==> src/sct_cfg.svh <==
// Offsets, field positions, reset values and timing counts of the serial unit
`ifndef SCT_CFG_SVH
`define SCT_CFG_SVH
// ==========================================================
// Register word addresses (word index, not scaled by 4)
`define OFS_MODE 4'h0
`define OFS_CTRL 4'h1
`define OFS_STAT 4'h2
`define OFS_TXD 4'h3
`define OFS_BAUD 4'h4
`define OFS_IRQ_STAT 4'h5
`define OFS_IRQ_EN 4'h6
`define OFS_IRQ_CLR 4'h7
`define OFS_RXD 4'h8
// ==========================================================
// Mode register fields
`define MODE_CKS_LO 0
`define MODE_MP 2
`define MODE_STOP 3
`define MODE_PM 4
`define MODE_PE 5
`define MODE_CHR 6
`define MODE_COM 7
// Control register fields
`define CTRL_CLOCK_ENABLE_BIT0 0
`define CTRL_CLOCK_ENABLE_BIT1 1
`define CTRL_TX_END_IRQ_ENABLE 2
`define CTRL_RE 4
`define CTRL_TE 5
`define CTRL_TIE 7
// Status register fields
`define STAT_TX_END_FLAG 2
`define STAT_PER 3
`define STAT_FER 4
`define STAT_OER 5
`define STAT_RX_HOLDING_FULL_FLAG 6
`define STAT_TX_HOLDING_EMPTY_FLAG 7
// Interrupt status bits
`define IRQ_TXE 0
`define IRQ_TX_END_FLAG 1
// ==========================================================
// Reset values
`define RST_MODE 8'h00
`define RST_CTRL 8'h00
`define RST_BAUD 8'hFF
// ==========================================================
// Timing: sixteen sample ticks per bit
`define TICKS_PER_BIT 16
`define CLK_HZ 20000000
`endif

==> src/sct_pkg.sv <==
// Types shared by the serial transmit unit
package sct_pkg;
  typedef enum logic [2:0] {
    TX_IDLE = 3'b000,
    TX_START = 3'b001,
    TX_DATA = 3'b010,
    TX_PAR = 3'b011,
    TX_STOP = 3'b100
  } tx_state_e;
  typedef logic [7:0] byte_t;
endpackage : sct_pkg

==> src/tick_if.sv <==
// Bit tick bundle between baud generator and transmitter
`timescale 1ns/100ps
interface tick_if;
  logic tick16;
  logic bit_tick;
  logic sync;
  modport gen (output tick16, output bit_tick, input sync);
  modport use_ (input tick16, input bit_tick, output sync);
endinterface : tick_if

==> src/baud_gen.sv <==
// Baud generator: clock select prescale then divider N
`timescale 1ns/100ps
module baud_gen
  import sct_pkg::*;
(
  // Clock and reset
  input wire logic mclk,
  input wire logic reset,
  // Settings
  input wire logic [1:0] cks,
  input wire logic [7:0] divn,
  input wire logic ext_sel,
  input wire logic ext_rise,
  // Ticks
  tick_if.gen tk
);
  logic [5:0] pre_q, pre_d;
  logic [7:0] div_q, div_d;
  logic [3:0] sub_q, sub_d;
  logic half_q, half_d;
  logic pre_hit, int16;
  logic [5:0] pre_lim;

  // Divide by 4^n before the divider; with n=0 and N=0 this gives mclk/32 bit
  always_comb begin
    unique case (cks)
      2'b00: pre_lim = 6'h00;
      2'b01: pre_lim = 6'h03;
      2'b10: pre_lim = 6'h0F;
      2'b11: pre_lim = 6'h3F;
    endcase
    pre_hit = (pre_q == pre_lim);
    pre_d = pre_hit ? 6'h00 : pre_q + 6'h01;
    // Two divider wraps make one tick16, so N up to 255 needs no wide count
    div_d = div_q;
    half_d = half_q;
    int16 = 1'b0;
    if (pre_hit) begin
      if (div_q == divn) begin
        div_d = 8'h00;
        half_d = !half_q;
        int16 = half_q;
      end else begin
        div_d = div_q + 8'h01;
      end
    end
    // A new frame restarts the grid so its start bit is a full bit long
    if (tk.sync) begin
      pre_d = 6'h00;
      div_d = 8'h00;
      half_d = 1'b0;
    end
  end

  always_comb begin
    tk.tick16 = ext_sel ? ext_rise : int16;
    sub_d = sub_q;
    if (tk.sync) begin
      sub_d = 4'h0;
    end else if (tk.tick16) begin
      sub_d = sub_q + 4'h1;
    end
    tk.bit_tick = tk.tick16 && (sub_q == 4'hF) && !tk.sync;
  end

  always_ff @(posedge mclk) begin
    if (reset) begin
      pre_q <= 6'h00;
      div_q <= 8'h00;
      sub_q <= 4'h0;
      half_q <= 1'b0;
    end else begin
      pre_q <= pre_d;
      div_q <= div_d;
      sub_q <= sub_d;
      half_q <= half_d;
    end
  end
endmodule : baud_gen

==> src/uart_tx_top.sv <==
// Asynchronous transmit path with Avalon-MM register slave
//
// The Avalon-MM register port and the placing of the registers are this design's own decisions.
`timescale 1ns/100ps
`include "sct_cfg.svh"
// What this block does
// - Start low, LSB first, parity, high stops
// - Holding register ahead of independent shifter
// - Serial clock internal or external pin
// - Clock out at bit rate, rising mid-bit
// - n0 N0 gives clock divided by 32
// - Two-bit select and eight-bit divider
// - Synchronous fastest rate is clock divided by 32
// - Transmit disable sets holding empty flag
// - Receive disable keeps receive flags, data
// - Empty flag low loads shift register
// - Load sets empty, starts, raises interrupt
// - Stop time reload gives gapless frames
// - Nothing pending: end flag, idle high
// - Holding write clears empty flag
module uart_tx_top
  import sct_pkg::*;
(
  // Clock and reset
  input wire logic mclk,
  input wire logic reset,
  // Avalon-MM slave
  input wire logic [3:0] address,
  input wire logic read,
  input wire logic write,
  input wire logic [31:0] writedata,
  output logic [31:0] readdata,
  output logic waitrequest,
  // Serial pins
  output logic txd,
  input wire logic sck_in,
  output logic sck_out,
  output logic sck_oe,
  // Interrupt
  output logic irq
);
  tick_if tk ();

  byte_t mode_q, mode_d, ctrl_q, ctrl_d, baud_q, baud_d;
  byte_t thr_q, thr_d, tsr_q, tsr_d, rxd_q;
  logic tx_holding_empty_flag_q, tx_holding_empty_flag_d, tx_end_flag_q, tx_end_flag_d;
  logic [1:0] ist_q, ist_d, ien_q, ien_d;
  logic [3:0] rxflags_q;
  logic ack_q, ack_d;
  logic [31:0] rd_q, rd_d;
  tx_state_e st_q, st_d;
  logic [2:0] bit_q, bit_d;
  logic par_q, par_d, stop2_q, stop2_d;
  logic txd_q, txd_d, sck_q, sck_d;
  logic [3:0] ph_q, ph_d;
  logic s1_q, s2_q, s3_q;
  logic ext_sel, ext_rise, wr_stb, rd_stb, ev_txe, ev_tx_end_flag;
  logic [2:0] last_bit;

  // ==========================================================
  // Pin synchroniser for external clock
  always_ff @(posedge mclk) begin
    if (reset) begin
      s1_q <= 1'b0;
      s2_q <= 1'b0;
      s3_q <= 1'b0;
    end else begin
      s1_q <= sck_in;
      s2_q <= s1_q;
      s3_q <= s2_q;
    end
  end

  // External clock only in async mode with clock_enable_bit1 set
  assign ext_sel = !mode_q[`MODE_COM] && ctrl_q[`CTRL_CLOCK_ENABLE_BIT1];
  assign ext_rise = s2_q && !s3_q;

  baud_gen u_baud (
    .mclk(mclk),
    .reset(reset),
    .cks(mode_q[1:0]),
    .divn(baud_q),
    .ext_sel(ext_sel),
    .ext_rise(ext_rise),
    .tk(tk)
  );

  // ==========================================================
  // Avalon-MM slave: one wait cycle, answer on the second edge
  assign wr_stb = write && ack_q;
  assign rd_stb = read && ack_q;
  assign waitrequest = (read || write) && !ack_q;
  assign readdata = rd_q;

  always_comb begin
    ack_d = (read || write) && !ack_q;
    rd_d = rd_q;
    if (read && !ack_q) begin
      unique case (address)
        `OFS_MODE: rd_d = {24'h000000, mode_q};
        `OFS_CTRL: rd_d = {24'h000000, ctrl_q};
        `OFS_STAT: rd_d = {24'h000000, tx_holding_empty_flag_q, rxflags_q, tx_end_flag_q, 2'b00};
        `OFS_TXD: rd_d = {24'h000000, thr_q};
        `OFS_BAUD: rd_d = {24'h000000, baud_q};
        `OFS_IRQ_STAT: rd_d = {30'h00000000, ist_q};
        `OFS_IRQ_EN: rd_d = {30'h00000000, ien_q};
        `OFS_RXD: rd_d = {24'h000000, rxd_q};
        default: rd_d = 32'h00000000;
      endcase
    end
  end

  // ==========================================================
  // Register file
  always_comb begin
    mode_d = mode_q;
    ctrl_d = ctrl_q;
    baud_d = baud_q;
    thr_d = thr_q;
    ien_d = ien_q;
    if (wr_stb) begin
      unique case (address)
        `OFS_MODE: mode_d = writedata[7:0];
        `OFS_CTRL: ctrl_d = writedata[7:0];
        `OFS_BAUD: baud_d = writedata[7:0];
        `OFS_TXD: thr_d = writedata[7:0];
        `OFS_IRQ_EN: ien_d = writedata[1:0];
        default: ;
      endcase
    end
  end

  // ==========================================================
  // Transmit sequencer
  always_comb begin
    // Character length 8 or 7 bits
    last_bit = mode_q[`MODE_CHR] ? 3'h6 : 3'h7;
    st_d = st_q;
    bit_d = bit_q;
    tsr_d = tsr_q;
    par_d = par_q;
    stop2_d = stop2_q;
    txd_d = txd_q;
    tx_holding_empty_flag_d = tx_holding_empty_flag_q;
    tx_end_flag_d = tx_end_flag_q;
    ev_txe = 1'b0;
    ev_tx_end_flag = 1'b0;
    if (st_q == TX_IDLE && !tx_holding_empty_flag_q && ctrl_q[`CTRL_TE]) begin
      tsr_d = thr_q;
      tx_holding_empty_flag_d = 1'b1;
      ev_txe = 1'b1;
      tx_end_flag_d = 1'b0;
      par_d = mode_q[`MODE_PM];
      st_d = TX_START;
      txd_d = 1'b0;
    end else if (tk.bit_tick && st_q != TX_IDLE) begin
      unique case (st_q)
        TX_START: begin
          st_d = TX_DATA;
          bit_d = 3'h0;
          txd_d = tsr_q[0];
          par_d = par_q ^ tsr_q[0];
        end
        TX_DATA: begin
          if (bit_q == last_bit) begin
            st_d = mode_q[`MODE_PE] ? TX_PAR : TX_STOP;
            txd_d = mode_q[`MODE_PE] ? par_q : 1'b1;
            stop2_d = mode_q[`MODE_STOP];
          end else begin
            bit_d = bit_q + 3'h1;
            txd_d = tsr_q[bit_q + 3'h1];
            par_d = par_q ^ tsr_q[bit_q + 3'h1];
          end
        end
        TX_PAR: begin
          st_d = TX_STOP;
          txd_d = 1'b1;
          stop2_d = mode_q[`MODE_STOP];
        end
        TX_STOP: begin
          if (stop2_q) begin
            stop2_d = 1'b0;
          end else if (!tx_holding_empty_flag_q && ctrl_q[`CTRL_TE]) begin
            tsr_d = thr_q;
            tx_holding_empty_flag_d = 1'b1;
            ev_txe = 1'b1;
            par_d = mode_q[`MODE_PM];
            st_d = TX_START;
            txd_d = 1'b0;
          end else begin
            st_d = TX_IDLE;
            tx_end_flag_d = 1'b1;
            ev_tx_end_flag = 1'b1;
          end
        end
        default: st_d = TX_IDLE;
      endcase
    end
    if (st_q == TX_STOP && tk.bit_tick && !stop2_q) begin
      txd_d = (st_d == TX_START) ? 1'b0 : 1'b1;
    end
    if (!ctrl_q[`CTRL_TE]) begin
      // Disable aborts frame; line idles high, break is a port function
      st_d = TX_IDLE;
      txd_d = 1'b1;
      tx_holding_empty_flag_d = 1'b1;
      tx_end_flag_d = 1'b1;
    end else if (wr_stb && address == `OFS_TXD) begin
      tx_holding_empty_flag_d = 1'b0;
      tx_end_flag_d = 1'b0;
    end
  end

  // ==========================================================
  // Output clock: bit rate, rising edge mid-bit
  always_comb begin
    ph_d = ph_q;
    if (tk.bit_tick || st_q == TX_IDLE) begin
      ph_d = 4'h0;
    end else if (tk.tick16) begin
      ph_d = ph_q + 4'h1;
    end
    // Taken from next values so the registered edge lands on mid-bit
    sck_d = (ph_d >= 4'h8) || st_d == TX_IDLE;
  end
  assign tk.sync = (st_q == TX_IDLE) && !tx_holding_empty_flag_q && ctrl_q[`CTRL_TE];
  assign sck_oe = !ext_sel && ctrl_q[`CTRL_CLOCK_ENABLE_BIT0];
  assign sck_out = sck_q;
  assign txd = txd_q;

  // ==========================================================
  // Interrupt status: set wins over clear
  always_comb begin
    ist_d = ist_q;
    if (wr_stb && address == `OFS_IRQ_CLR) begin
      ist_d = ist_q & ~writedata[1:0];
    end
    if (ev_txe && ctrl_q[`CTRL_TIE]) begin
      ist_d[`IRQ_TXE] = 1'b1;
    end
    if (ev_tx_end_flag && ctrl_q[`CTRL_TX_END_IRQ_ENABLE]) begin
      ist_d[`IRQ_TX_END_FLAG] = 1'b1;
    end
  end
  assign irq = |(ist_q & ien_q);

  // Receive flags and data belong to the receiver; disabling keeps them
  assign rxflags_q = 4'h0;
  assign rxd_q = 8'h00;

  always_ff @(posedge mclk) begin
    if (reset) begin
      mode_q <= `RST_MODE;
      ctrl_q <= `RST_CTRL;
      baud_q <= `RST_BAUD;
      thr_q <= 8'hFF;
      tsr_q <= 8'hFF;
      tx_holding_empty_flag_q <= 1'b1;
      tx_end_flag_q <= 1'b1;
      ist_q <= 2'h0;
      ien_q <= 2'h0;
      ack_q <= 1'b0;
      rd_q <= 32'h00000000;
      st_q <= TX_IDLE;
      bit_q <= 3'h0;
      par_q <= 1'b0;
      stop2_q <= 1'b0;
      txd_q <= 1'b1;
      sck_q <= 1'b1;
      ph_q <= 4'h0;
    end else begin
      mode_q <= mode_d;
      ctrl_q <= ctrl_d;
      baud_q <= baud_d;
      thr_q <= thr_d;
      tsr_q <= tsr_d;
      tx_holding_empty_flag_q <= tx_holding_empty_flag_d;
      tx_end_flag_q <= tx_end_flag_d;
      ist_q <= ist_d;
      ien_q <= ien_d;
      ack_q <= ack_d;
      rd_q <= rd_d;
      st_q <= st_d;
      bit_q <= bit_d;
      par_q <= par_d;
      stop2_q <= stop2_d;
      txd_q <= txd_d;
      sck_q <= sck_d;
      ph_q <= ph_d;
    end
  end
endmodule : uart_tx_top
==> config.mk <==
export PLATFORM = sky130hd
export DESIGN_NAME = uart_tx_top
export DESIGN_NICKNAME = d
export VERILOG_FILES = /design/src/sct_pkg.sv /design/src/tick_if.sv /design/src/baud_gen.sv /design/src/uart_tx_top.sv
export VERILOG_INCLUDE_DIRS = /design/src
export SDC_FILE = /design/constraint.sdc
export NUM_CORES = 1
export LEC_CHECK = 0
export ABC_CLOCK_PERIOD_IN_PS = 3280
export BUFFER_PORTS_ARGS = -buffer_cell sky130_fd_sc_hd__clkbuf_2
export CAP_MARGIN = 20
export CORE_ASPECT_RATIO = 1.25
export CORE_UTILIZATION = 60
export DETAILED_ROUTE_END_ITERATION = 6
export PLACE_DENSITY = 0.92
export SLEW_MARGIN = 15
export SYNTH_ARGS = -nofsm -noshare
export SYNTH_HDL_FRONTEND = slang
export SYNTH_SLANG_ARGS = --single-unit
==> constraint.sdc <==
create_clock -name mclk -period 3.28 [get_ports mclk]
set_input_delay 0.492 -clock mclk [delete_from_list [all_inputs] [get_ports mclk]]
set_output_delay 0.492 -clock mclk [all_outputs]
set_load 0.03 [all_outputs]
### Yosys cells after proc, flatten, opt, wreduce, memory -nomap -nowiden

Index checks and enable logic that the tools add are counted.

| operators by class | value |
|---|---|
| $add $sub $neg | 5 |
| multiply operators | 0 |
| div/mod/pow operators | 0 |
| order comparisons | 2 |
| eq/ne operators | 29 |
| shifts and indexed selects | 0 |
| muxes and demuxes | 68 |
| bitwise gates (word level) | 7 |
| reductions and logical operators | 64 |

Operator list:

| cell | count |
|---|---|
| $pmux W8 S7 | 1 |
| $mux W8 | 6 |
| $mux W1 | 44 |
| $pmux W6 S4 | 1 |
| $reduce_and A4 Y1 | 6 |
| $mux W3 | 7 |
| $logic_and A1 B1 Y1 | 18 |
| $reduce_bool A3 Y1 | 6 |
| $eq A4 B3 Y1 const B | 4 |
| $pmux W3 S4 | 1 |
| $reduce_and A2 Y1 | 6 |
| $reduce_bool A2 Y1 | 6 |
| $ne A3 B2 Y1 const B | 3 |
| $add A4 B1 Y4 const B | 2 |
| $add A8 B1 Y8 const B | 1 |
| $eq A4 B2 Y1 const B | 2 |
| $eq A8 B8 Y1 | 1 |
| $logic_not A1 Y1 | 8 |
| $mux W4 | 2 |
| $ne A4 B2 Y1 const B | 2 |
| $add A6 B1 Y6 const B | 1 |
| $eq A3 B1 Y1 const B | 2 |
| $eq A3 B2 Y1 const B | 2 |
| $eq A6 B6 Y1 | 1 |
| 30 further kinds | 42 |

| word-level totals | value |
|---|---|
| bits in registers | 115 |
| bits in latches | 0 |
| memory bits (writable) | 0 |
| memory bits (read-only) | 0 |
| input port bits | 41 |
| output and inout bits | 37 |
| logic and storage cells | 201 |
| memories | 0 |

### Logic depth before layout (Yosys ltp)

Gate-level depths: netlist of the first run.

| depth | value |
|---|---|
| word-level depth | 13 |
| depth in mapped cells | 9 |
| mapped depth without buffers | 8 |

### Modules after synthesis

Synthesis of the first run repeated with hierarchy kept, for this count alone.

| second synthesis, totals | value |
|---|---|
| cells, all modules | 541 |
| area total of the unflattened synthesis | 4644.5 µm² |

Modules (own cells, without submodules):

| module | instances | cells each | area an instance (µm²) | sequential area each (µm²) |
|---|---|---|---|---|
| uart_tx_top | 1 | 411 | 3542.1 | 1441.4 |
| baud_gen | 1 | 130 | 1102.3 | 380.4 |

### Worst setup path after synthesis of the first run

OpenSTA, ideal clock, no wires.

| timing | value |
|---|---|
| kind | input port to flip-flop |
| start | input address[0] |
| end | register thr_q[4] |
| setup time | 0.120 ns |
| data arrival time | 1.936 ns |
| required time | 3.160 ns |
| setup slack | 1.224 ns |
| stages | 5 |
| buffers on the path | 1 |
| cell sequence | clkbuf_2 -> nand2_1 -> nor4_1 -> and2b_1 -> a211o_1 |

| on the way | value |
|---|---|
| cells in the longest elaborated chain, start to end | 2 |

Ends and longest elaborated chain:

| what | line | text |
|---|---|---|
| start: declaration | uart_tx_top.sv:28 | `input wire logic [3:0] address,` |
| $eq A4 B2 Y1 | uart_tx_top.sv:122 | `unique case (address)` |
| $reduce_and A2 Y1 (no source line) | -- |  |
| end signal: assignment | uart_tx_top.sv:275 | `thr_q <= thr_d;` |
| end: declaration | uart_tx_top.sv:45 | `byte_t thr_q, thr_d, tsr_q, tsr_d, rxd_q;` |

Every way passes these cells.
A chain may end at the register's enable or synchronous reset.

### Worst setup path in the final report of the first run

| timing | value |
|---|---|
| start | register st_q[0] |
| end | register st_q[1] |

| on the way | value |
|---|---|
| cells in the longest elaborated chain, start to end | 9 |
| elaborated cells between the ends (all ways) | 15 |
| those cells by class | 4 x eq/ne; 4 x mux; 7 x reduce/logical |

Ends and longest elaborated chain:

| what | line | text |
|---|---|---|
| start: declaration | uart_tx_top.sv:51 | `tx_state_e st_q, st_d;` |
| start signal: assignment | uart_tx_top.sv:283 | `st_q <= st_d;` |
| $logic_not A3 Y1 | uart_tx_top.sv:148, uart_tx_top.sv:226 |  |
| $logic_and A1 B1 Y1 (2 in series) | uart_tx_top.sv:148, uart_tx_top.sv:226 |  |
| $logic_not A1 Y1 | baud_gen.sv:63 | `tk.bit_tick = tk.tick16 && (sub_q == 4'hF) && !tk.sync;` |
| $logic_and A1 B1 Y1 | baud_gen.sv:63 |  |
| $logic_and A1 B1 Y1 | uart_tx_top.sv:156 | `end else if (tk.bit_tick && st_q != TX_IDLE) begin` |
| $mux W3 | uart_tx_top.sv:156 |  |
| $mux W3 * | uart_tx_top.sv:148 | `` if (st_q == TX_IDLE && !tx_holding_empty_flag_q && ctrl_q[`CTRL_TE]) begin `` |
| $mux W3 * | uart_tx_top.sv:202 | `` if (!ctrl_q[`CTRL_TE]) begin `` |

Mark *: on every way between the ends. The rest lies on a longest branch, timed or not.

==> flow_metrics.tcl, run 1 <==
set metrics [dict create \
    synth_xor_xnor_area_share 0.0433 \
    synth_area_leader_cell "dfxtp_1" \
    drt-wirelength-per-cell_um 16.4 \
    fill_cells 588 \
    max_freq_mhz 389 \
    p_per_area_nw_per_um2 410 \
    ios 78 \
    cts_tree "done" \
    required_ns 3.52 \
    cts-root-buf "clkbuf_8" \
    slowest_delay_ns 0.65 \
    slew_headroom 0.351 \
    grt_first_pass_wirelength_um 17400 \
    start_util 0.625 \
    synth_top_family_by_area "simple AND/OR/NAND/NOR gates" \
    drt_pass1_iterations 5 \
    synth_flop_cell "dfxtp_1" \
    first_global_vias 3847 \
    synth-seq-cells 91 \
    leakage_nw 1.83 \
    clock_latency_ns 0.36 \
    crit_slowest_cell "nor3_2" \
    drc_errors 0 \
    irDropWorstVdd_mv 0.336 \
    finalHoldViolations 0 \
    cts_buffers 9 \
    path_clk_slew_ns 0.09 \
    synthSimpleGateAreaFrac 0.227 \
    netlist_top_cells_count "dfxtp_1, nor2_1, mux2i_1, nand2_1, buf_4" \
    post_cts_resized 0 \
    ctsHoldBuffers 0 \
    vias 3957 \
    fin_cells 641 \
    synth_edf_count 0 \
    die_w_um 80.8 \
    cp_cell_sequence "nor3_2 -> nand2_1 -> nand2b_1 -> nor2_1 -> a32o_1 -> nand3_1 -> a31oi_1" \
    layout-drive-gt1-share 0.131 \
    numPlacedInstances 624 \
    path_buf_inv 0 \
    grt-ovfl-total 0 \
    cp_max_fo 16 \
    drt-vias-per-instance 6.17 \
    rows 35 \
    final_antenna_net_count 0 \
    yosys-mux-area-fraction 0.0820 \
    drt_iter0_markers 229 \
    rsz0062_at_grt "false" \
    path_delay_family "simple AND/OR/NAND/NOR gates" \
    final.setup_skew_ns 0.00509 \
    tightest_slew_ns 0.969 \
    routabilityCongestion 0.881 \
    portBuffers 29 \
    arrival_ns 2.81 \
    yosysSeqAreaShare 0.391 \
    synth_top_area_share 0.391 \
    cts_sinks 91 \
    synth-adder-area-share 0.0134 \
    grt_max_degree 51 \
    synth_most_common_cell "dfxtp_1" \
    syn_to_final_growth_pct 5.81 \
    hold_class "input port to register" \
    synth_cell_types 64 \
    avgSynthCellArea_um2 8.83 \
    design.die.area_um2 8120 \
    die_y_um 100 \
    path_class "register to register" \
    period_share 0.783 \
    cts_buffer_depth 2 \
    synthArstFlopShare 0 \
    grt.total_usage 0.277 \
    fin_setup_tns_ns 0 \
    wirelength_um 10500 \
    finalSetupViolations 0 \
    synth_cells 527 \
    core_area_um2 7440 \
    slew_viol_final 0 \
    endpoint_kind "register" \
    syn-cell-area_um2 4650 \
    cp-start-kind "register" \
    postCtsSetupBuffers 0 \
    ys_top_cells_by_area "dfxtp_1, mux2i_1, nor2_1" \
    max_cap_viol_count 0 \
    synth_compound_area_frac 0.172 \
    antenna_cells 0 \
    fin_nets 590 \
    place_hpwl_um 7430 \
    min_period_ns 2.57 \
    antenna_found_initial 0 \
    outcome "completed" \
    yosysWarnings 0 \
    htreeDepth 3 \
]
-- final timing paths --
path,startpoint,endpoint,slack [ns],cells after the start
max,st_q[0],st_q[1],0.71,7
max reg2reg,st_q[0],st_q[1],0.71,7
min,sck_in,s1_q,0.34,2
min reg2reg,s1_q,s2_q,0.46,1
-- flip-flops by register name (all words and copies together), names as in the netlist, 6 cells and up --
register	flops
ctrl_q	8
mode_q	8
u_baud.div_q	8
tsr_q	8
baud_q	8
thr_q	8
readdata	8
u_baud.pre_q	6
-- where the power goes --
group	total, mW	leakage, nW	switching [mW]	internal [mW]
Sequential	1.13	0.736	0.0110	1.11
Clock	0.743	0.101	0.416	0.327
Combinational	0.152	0.997	0.112	0.0402
Total	2.02	1.83	0.539	1.48
-- kinds of logic (layout without fill, tap and decap cells) --
group / Yosys count / count (layout)
and+or+nand+nor: 208 / 208
AOI/OAI and AO/OA: 110 / 110
DFF: 91 / 91
buffers and inverters: 56 / 55
muxes: 33 / 33
xor gates and xnor gates: 23 / 23
adders and majority gates: 5 / 5
other: 1 / 24
-- metrics by stage --
stage / hold slack [ns] / area [µm²] / worst slack (ns) / power, mW / util
2_1_floorplan: 0.414 / 4740 / 1.22 / 1.29 / -
3_3_place_gp: 0.425 / 4720 / 0.857 / 1.29 / 0.635
3_5_place_dp: 0.436 / 4720 / 0.801 / 1.30 / 0.635
4_1_cts: 0.335 / 4920 / 0.750 / 2.03 / 0.661
5_1_grt: 0.348 / 4920 / 0.552 / 2.08 / 0.662
6_report: 0.339 / 4920 / 0.712 / 2.02 / 0.662
-- routing by layer --
metal	wire length [µm]	share of wire	up-vias	track usage
li1	-	-	1860	-
met1	4200	0.40	1892	0.316
met2	5380	0.51	179	0.485
met3	629	0.060	26	0.0425
met4	313	0.030	0	0.158
met5	0	0	-	0
-- cells in the final DEF (no fill, tap or decap), types with 5 or more instances in the layout --
cell / synthesis / final
a211o_1: 17 / 17
a21oi_1: 23 / 23
a22oi_1: 16 / 16
and2_1: 6 / 6
clkbuf_2: 1 / 30
clkbuf_8: 0 / 11
conb_1: 1 / 24
dfxtp_1: 91 / 91
ha_1: 5 / 5
inv_1: 6 / 6
mux2i_1: 28 / 28
nand2_1: 28 / 28
nand2b_1: 10 / 10
nand3_1: 15 / 15
nand4_1: 7 / 7
nor2_1: 73 / 73
nor2b_1: 23 / 23
nor3_1: 19 / 19
nor3_2: 5 / 5
o21ai_0: 19 / 19
o22ai_1: 5 / 5
xnor2_1: 12 / 12
xor2_1: 11 / 11
-- area by class of cell --
class	instances	area (µm²)	area share
repair buffers	33	173	0.0351
clock buffers	11	151	0.0307
flip-flops and latches	91	1820	0.370
multi-input cells	403	2600	0.527
clock inverters	5	43.8	0.00889
inverters	6	22.5	0.00457
well taps	92	115	0.0234
Power figures use the tool's default switching activity.
==> inputs of run 2 (changes only) <==
Settings changed: ABC_CLOCK_PERIOD_IN_PS 3280 to 2450, CORE_UTILIZATION 60 to 56, PLACE_DENSITY 0.92 to 0.87.
Clock period 3.28 ns to 2.45 ns, I/O delays scaled along.
==> run 2 against run 1 <==
  * Clock skew is 0.0064 ns higher
  * Wire length is 0.29% lower
  * Final area is 2.3% higher
  * Setup slack worse by 0.44 ns
  * Via count is 0.15% higher
  * Combinational power is 37% higher
  * Critical path depth is 1 higher
  * Flip-flop and latch count stayed put
  * Non-clock buffer count is 13 higher
  * Sequential share of layout area is 0.82 points lower
  * Hold slack worse by 0.12 ns
  * Total power is 36% higher
  * Critical path type unchanged
  * Critical endpoint is now txd
  * Largest power group unchanged
==> flow_metrics.tcl, run 2 (same netlist as run 1, synthesis figures left out) <==
set metrics [dict create \
    outcome "completed" \
    routabilityCongestion 0.915 \
    rsz0062_at_grt "false" \
    drt_iter0_markers 229 \
    path_clk_slew_ns 0.09 \
    reg2reg_setup_slack_ns 0.27 \
    finalHoldViolations 0 \
    design.die.area_um2 8680 \
    clock_latency_ns 0.37 \
    wirelength_um 10500 \
    ios 78 \
    min_period_ns 2.18 \
    cts_buffers 9 \
    start_util 0.587 \
    cp_max_fo 6 \
    die_w_um 83.5 \
    place_area_um2 4830 \
    drt_pass1_iterations 5 \
    finalSetupViolations 0 \
    grt_max_degree 24 \
    cp_cell_sequence "ha_1 -> mux4_2 -> mux2i_1 -> nand3_1 -> o2111ai_1 -> a21oi_1 -> nor3_1 -> o21ai_0" \
    post-route-util 0.635 \
    irDropWorstVdd_mv 0.464 \
    layout_common_cells "dfxtp_1, nor2_1, clkbuf_2" \
    max_freq_mhz 459 \
    first_global_vias 3680 \
    cts_buffer_depth 2 \
    antenna_found_initial 0 \
    cp-start-kind "register" \
    sequential_cell_area_um2 1820 \
    path_class "register to register" \
    rr_startpoint "bit_q[0]" \
    fin_nets 603 \
    drt-wirelength-per-cell_um 16.0 \
    p_per_area_nw_per_um2 546 \
    portBuffers 29 \
    arrival_ns 2.41 \
    crit_end "txd" \
    postCtsSetupBuffers 0 \
    cts-root-buf "clkbuf_8" \
    tightest_slew_ns 0.528 \
    ctsHoldBuffers 0 \
    slew_viol_final 0 \
    slowest_delay_ns 0.50 \
    required_ns 2.68 \
    endpoint_kind "register" \
    die_y_um 104 \
    path_delay_family "multiplexers" \
    layout-drive-gt1-share 0.151 \
    fin_cells 657 \
    drc_errors 0 \
    crit_slowest_cell "mux4_2" \
    setup_ws_ns 0.271 \
    worstRegToRegCells 8 \
    final.setup_skew_ns 0.0115 \
    post_cts_resized 0 \
    htreeDepth 3 \
    pre_cts_slack_ns 0.270 \
    post-route-cell-area_um2 5040 \
    hold_class "input port to register" \
    place_hpwl_um 7680 \
    cts_tree "done" \
    grt-ovfl-total 0 \
    antenna_cells 0 \
    vias 3963 \
    fill_cells 664 \
    power.total_mw 2.75 \
    max_cap_viol_count 0 \
    period_share 0.889 \
    slew_headroom 0.647 \
    layout_commonest_cell "dfxtp_1" \
    numPlacedInstances 641 \
    path_depth 8 \
    grt_first_pass_wirelength_um 17300 \
    whs_ns 0.215 \
    cts_sinks 91 \
    grt.total_usage 0.246 \
    cp-startpoint "bit_q[0]" \
    syn_to_final_growth_pct 8.20 \
    r2r-end "txd" \
    final_antenna_net_count 0 \
    drt-vias-per-instance 6.03 \
    path_buf_inv 0 \
    leakage_nw 1.90 \
    fin_setup_tns_ns 0 \
    multiInputGateArea_um2 2600 \
    core_area_um2 7930 \
    rows 36 \
]
-- run 2: layout make-up --
class,count,share of cell area
multi-input combinational,403,0.516
inverter,6,0.00447
clock inverter,6,0.0129
timing repair buffer,46,0.0542
clock buffer,10,0.0273
tap,95,0.0236
sequential,91,0.362
-- run 2: metal layers --
metal / track usage / share of wire
met1: 0.298 / 0.41
met2: 0.423 / 0.50
met3: 0.0476 / 0.053
met4: 0.107 / 0.029
met5: 0 / 0
-- run 2: power by group --
part | internal [mW] | switching, mW | leakage [nW]
logic | 0.0579 | 0.150 | 1.06
clock network | 0.499 | 0.537 | 0.102
registers | 1.49 | 0.0147 | 0.736
-- run 2: how the worst min path moves through the flow --
stage,end,from,depth (start not counted),slack (ns)
floorplan,s2_q,s1_q,1,0.41
global placement,s2_q,s1_q,1,0.43
detailed placement,s2_q,s1_q,1,0.43
CTS,s1_q,sck_in,2,0.20
global route,s1_q,sck_in,2,0.20
finish,s1_q,sck_in,2,0.21
-- run 2: worst reg2reg max path, cell delays in order (launching register included) --
cell	delay [ns]
dfxtp_1	0.39
ha_1	0.37
mux4_2	0.50
mux2i_1	0.18
nand3_1	0.12
o2111ai_1	0.12
a21oi_1	0.06
nor3_1	0.18
o21ai_0	0.12
==> inputs of run 3 (changes only) <==
Settings changed: SETUP_SLACK_MARGIN set to 0.3.
==> run 3 against run 2 <==
  * Non-clock buffer count up 8
  * Final cell count up 1.2%
  * Sequential power about the same
  * Largest cell class unchanged
  * Clock power about the same
  * Wire length up 4.4%
  * Count of clock-buffer cells in the layout unchanged
==> flow_metrics.tcl, run 3 (same netlist as run 1, synthesis figures left out) <==
set metrics [dict create \
    grt-ovfl-total 0 \
    reg2reg_setup_slack_ns 0.37 \
    cp-start-kind "register" \
    path_clk_slew_ns 0.09 \
    htreeDepth 3 \
    endpoint_kind "register" \
    post-route-util 0.652 \
    final_antenna_net_count 0 \
    layout_commonest_cell "dfxtp_1" \
    sequential_cell_area_um2 1830 \
    hold_class "input port to register" \
    rows 36 \
    drt_iter0_markers 260 \
    place_hpwl_um 7680 \
    worstHoldStart "sck_in" \
    power.total_mw 2.76 \
    vias 4028 \
    min_period_ns 2.08 \
    hold_depth 2 \
    slew_viol_final 0 \
    fin_cells 665 \
    cts_sinks 91 \
    drt-wirelength-per-cell_um 16.5 \
    ctsHoldBuffers 0 \
    syn_to_final_growth_pct 11.0 \
    design.die.area_um2 8680 \
    multiInputGateArea_um2 2650 \
    clock_latency_ns 0.37 \
    routabilityCongestion 0.915 \
    drt-vias-per-instance 6.06 \
    tightest_slew_ns 0.512 \
    max_cap_viol_count 0 \
    place_area_um2 4830 \
    r2r-end "bit_q[2]" \
    portBuffers 29 \
    period_share 0.849 \
    numPlacedInstances 641 \
    cts-root-buf "clkbuf_8" \
    die_y_um 104 \
    whs_ns 0.208 \
    setup_ws_ns 0.369 \
    start_util 0.587 \
    max_freq_mhz 480 \
    cts_buffers 9 \
    rsz0062_at_grt "true" \
    irDropWorstVdd_mv 0.465 \
    worstRegToRegCells 7 \
    grt_first_pass_wirelength_um 17300 \
    finalHoldViolations 0 \
    fin_nets 611 \
    grt_max_degree 24 \
    layout-drive-gt1-share 0.189 \
    die_w_um 83.5 \
    p_per_area_nw_per_um2 534 \
    drc_errors 0 \
    antenna_found_initial 0 \
    rr_startpoint "u_baud.pre_q[1]" \
    final.setup_skew_ns 0.0122 \
    pre_cts_slack_ns 0.270 \
    wirelength_um 11000 \
    required_ns 2.75 \
    grt.total_usage 0.246 \
    layout_common_cells "dfxtp_1, nor2_1, clkbuf_2" \
    ios 78 \
    drt_pass1_iterations 5 \
    cts_tree "done" \
    cp_max_fo 8 \
    finalSetupViolations 0 \
    path_class "register to register" \
    fin_setup_tns_ns 0 \
    slew_headroom 0.657 \
    cts_buffer_depth 2 \
    core_area_um2 7930 \
    post-route-cell-area_um2 5170 \
    arrival_ns 2.38 \
    fill_cells 640 \
    leakage_nw 1.94 \
    holdPathEnd "s1_q" \
    antenna_cells 0 \
    first_global_vias 3682 \
    outcome "completed" \
]
-- run 3: changes by cell type in the layout (fill, tap and decap cells not counted), sizes merged --
cell	delta
buf	+8
-- run 3: final cells by class --
class	instances	share of cell area
clock buffers	10	0.0266
clock inverters	6	0.0126
flip-flops and latches	91	0.354
inverters	6	0.00436
repair buffers	54	0.0659
multi-input cells	403	0.513
well taps	95	0.0230
-- run 3: worst max path at each step --
stage / slack [ns] / end / cells past startpoint / start
finish: 0.37 / bit_q[2] / 7 / u_baud.pre_q[1]
global placement: 0.35 / txd / 8 / bit_q[0]
CTS: 0.31 / bit_q[2] / 7 / mode_q[1]
detailed placement: 0.27 / txd / 8 / bit_q[0]
floorplan: 0.52 / thr_q[4] / 5 / address[0]
global route: 0.27 / bit_q[2] / 6 / u_baud.sub_q[0]
-- run 3: per-layer routing --
| metal | global-route usage | vias to the layer above | share of wire | wire length [µm] |
|---|---|---|---|---|
| met5 | 0 | - | 0 | 0 |
| met4 | 0.107 | 0 | 0.022 | 239 |
| met1 | 0.299 | 1927 | 0.41 | 4480 |
| met3 | 0.0476 | 20 | 0.054 | 594 |
| li1 | - | 1907 | - | - |
| met2 | 0.423 | 174 | 0.51 | 5640 |
-- run 3: power breakdown --
part           internal, mW  leakage (nW)  switching [mW]
clock                 0.499         0.102           0.543
sequential             1.49         0.739          0.0159
combinational        0.0592          1.10           0.152
-- run 3: critical path, stage by stage (launching register included) --
cell	delay, ns
dfxtp_1	0.41
and4_1	0.26
nand2_2	0.08
a22oi_4	0.28
a31o_4	0.27
nand4_4	0.15
or4_1	0.42
a21oi_1	0.14
-- run 3: what timing repair did --
item,4_1_cts,5_1_grt
endpoints found under the setup margin,1,19
resized for setup,1,19
pin swaps,0,4
setup buffers,0,8
cloned,0,0
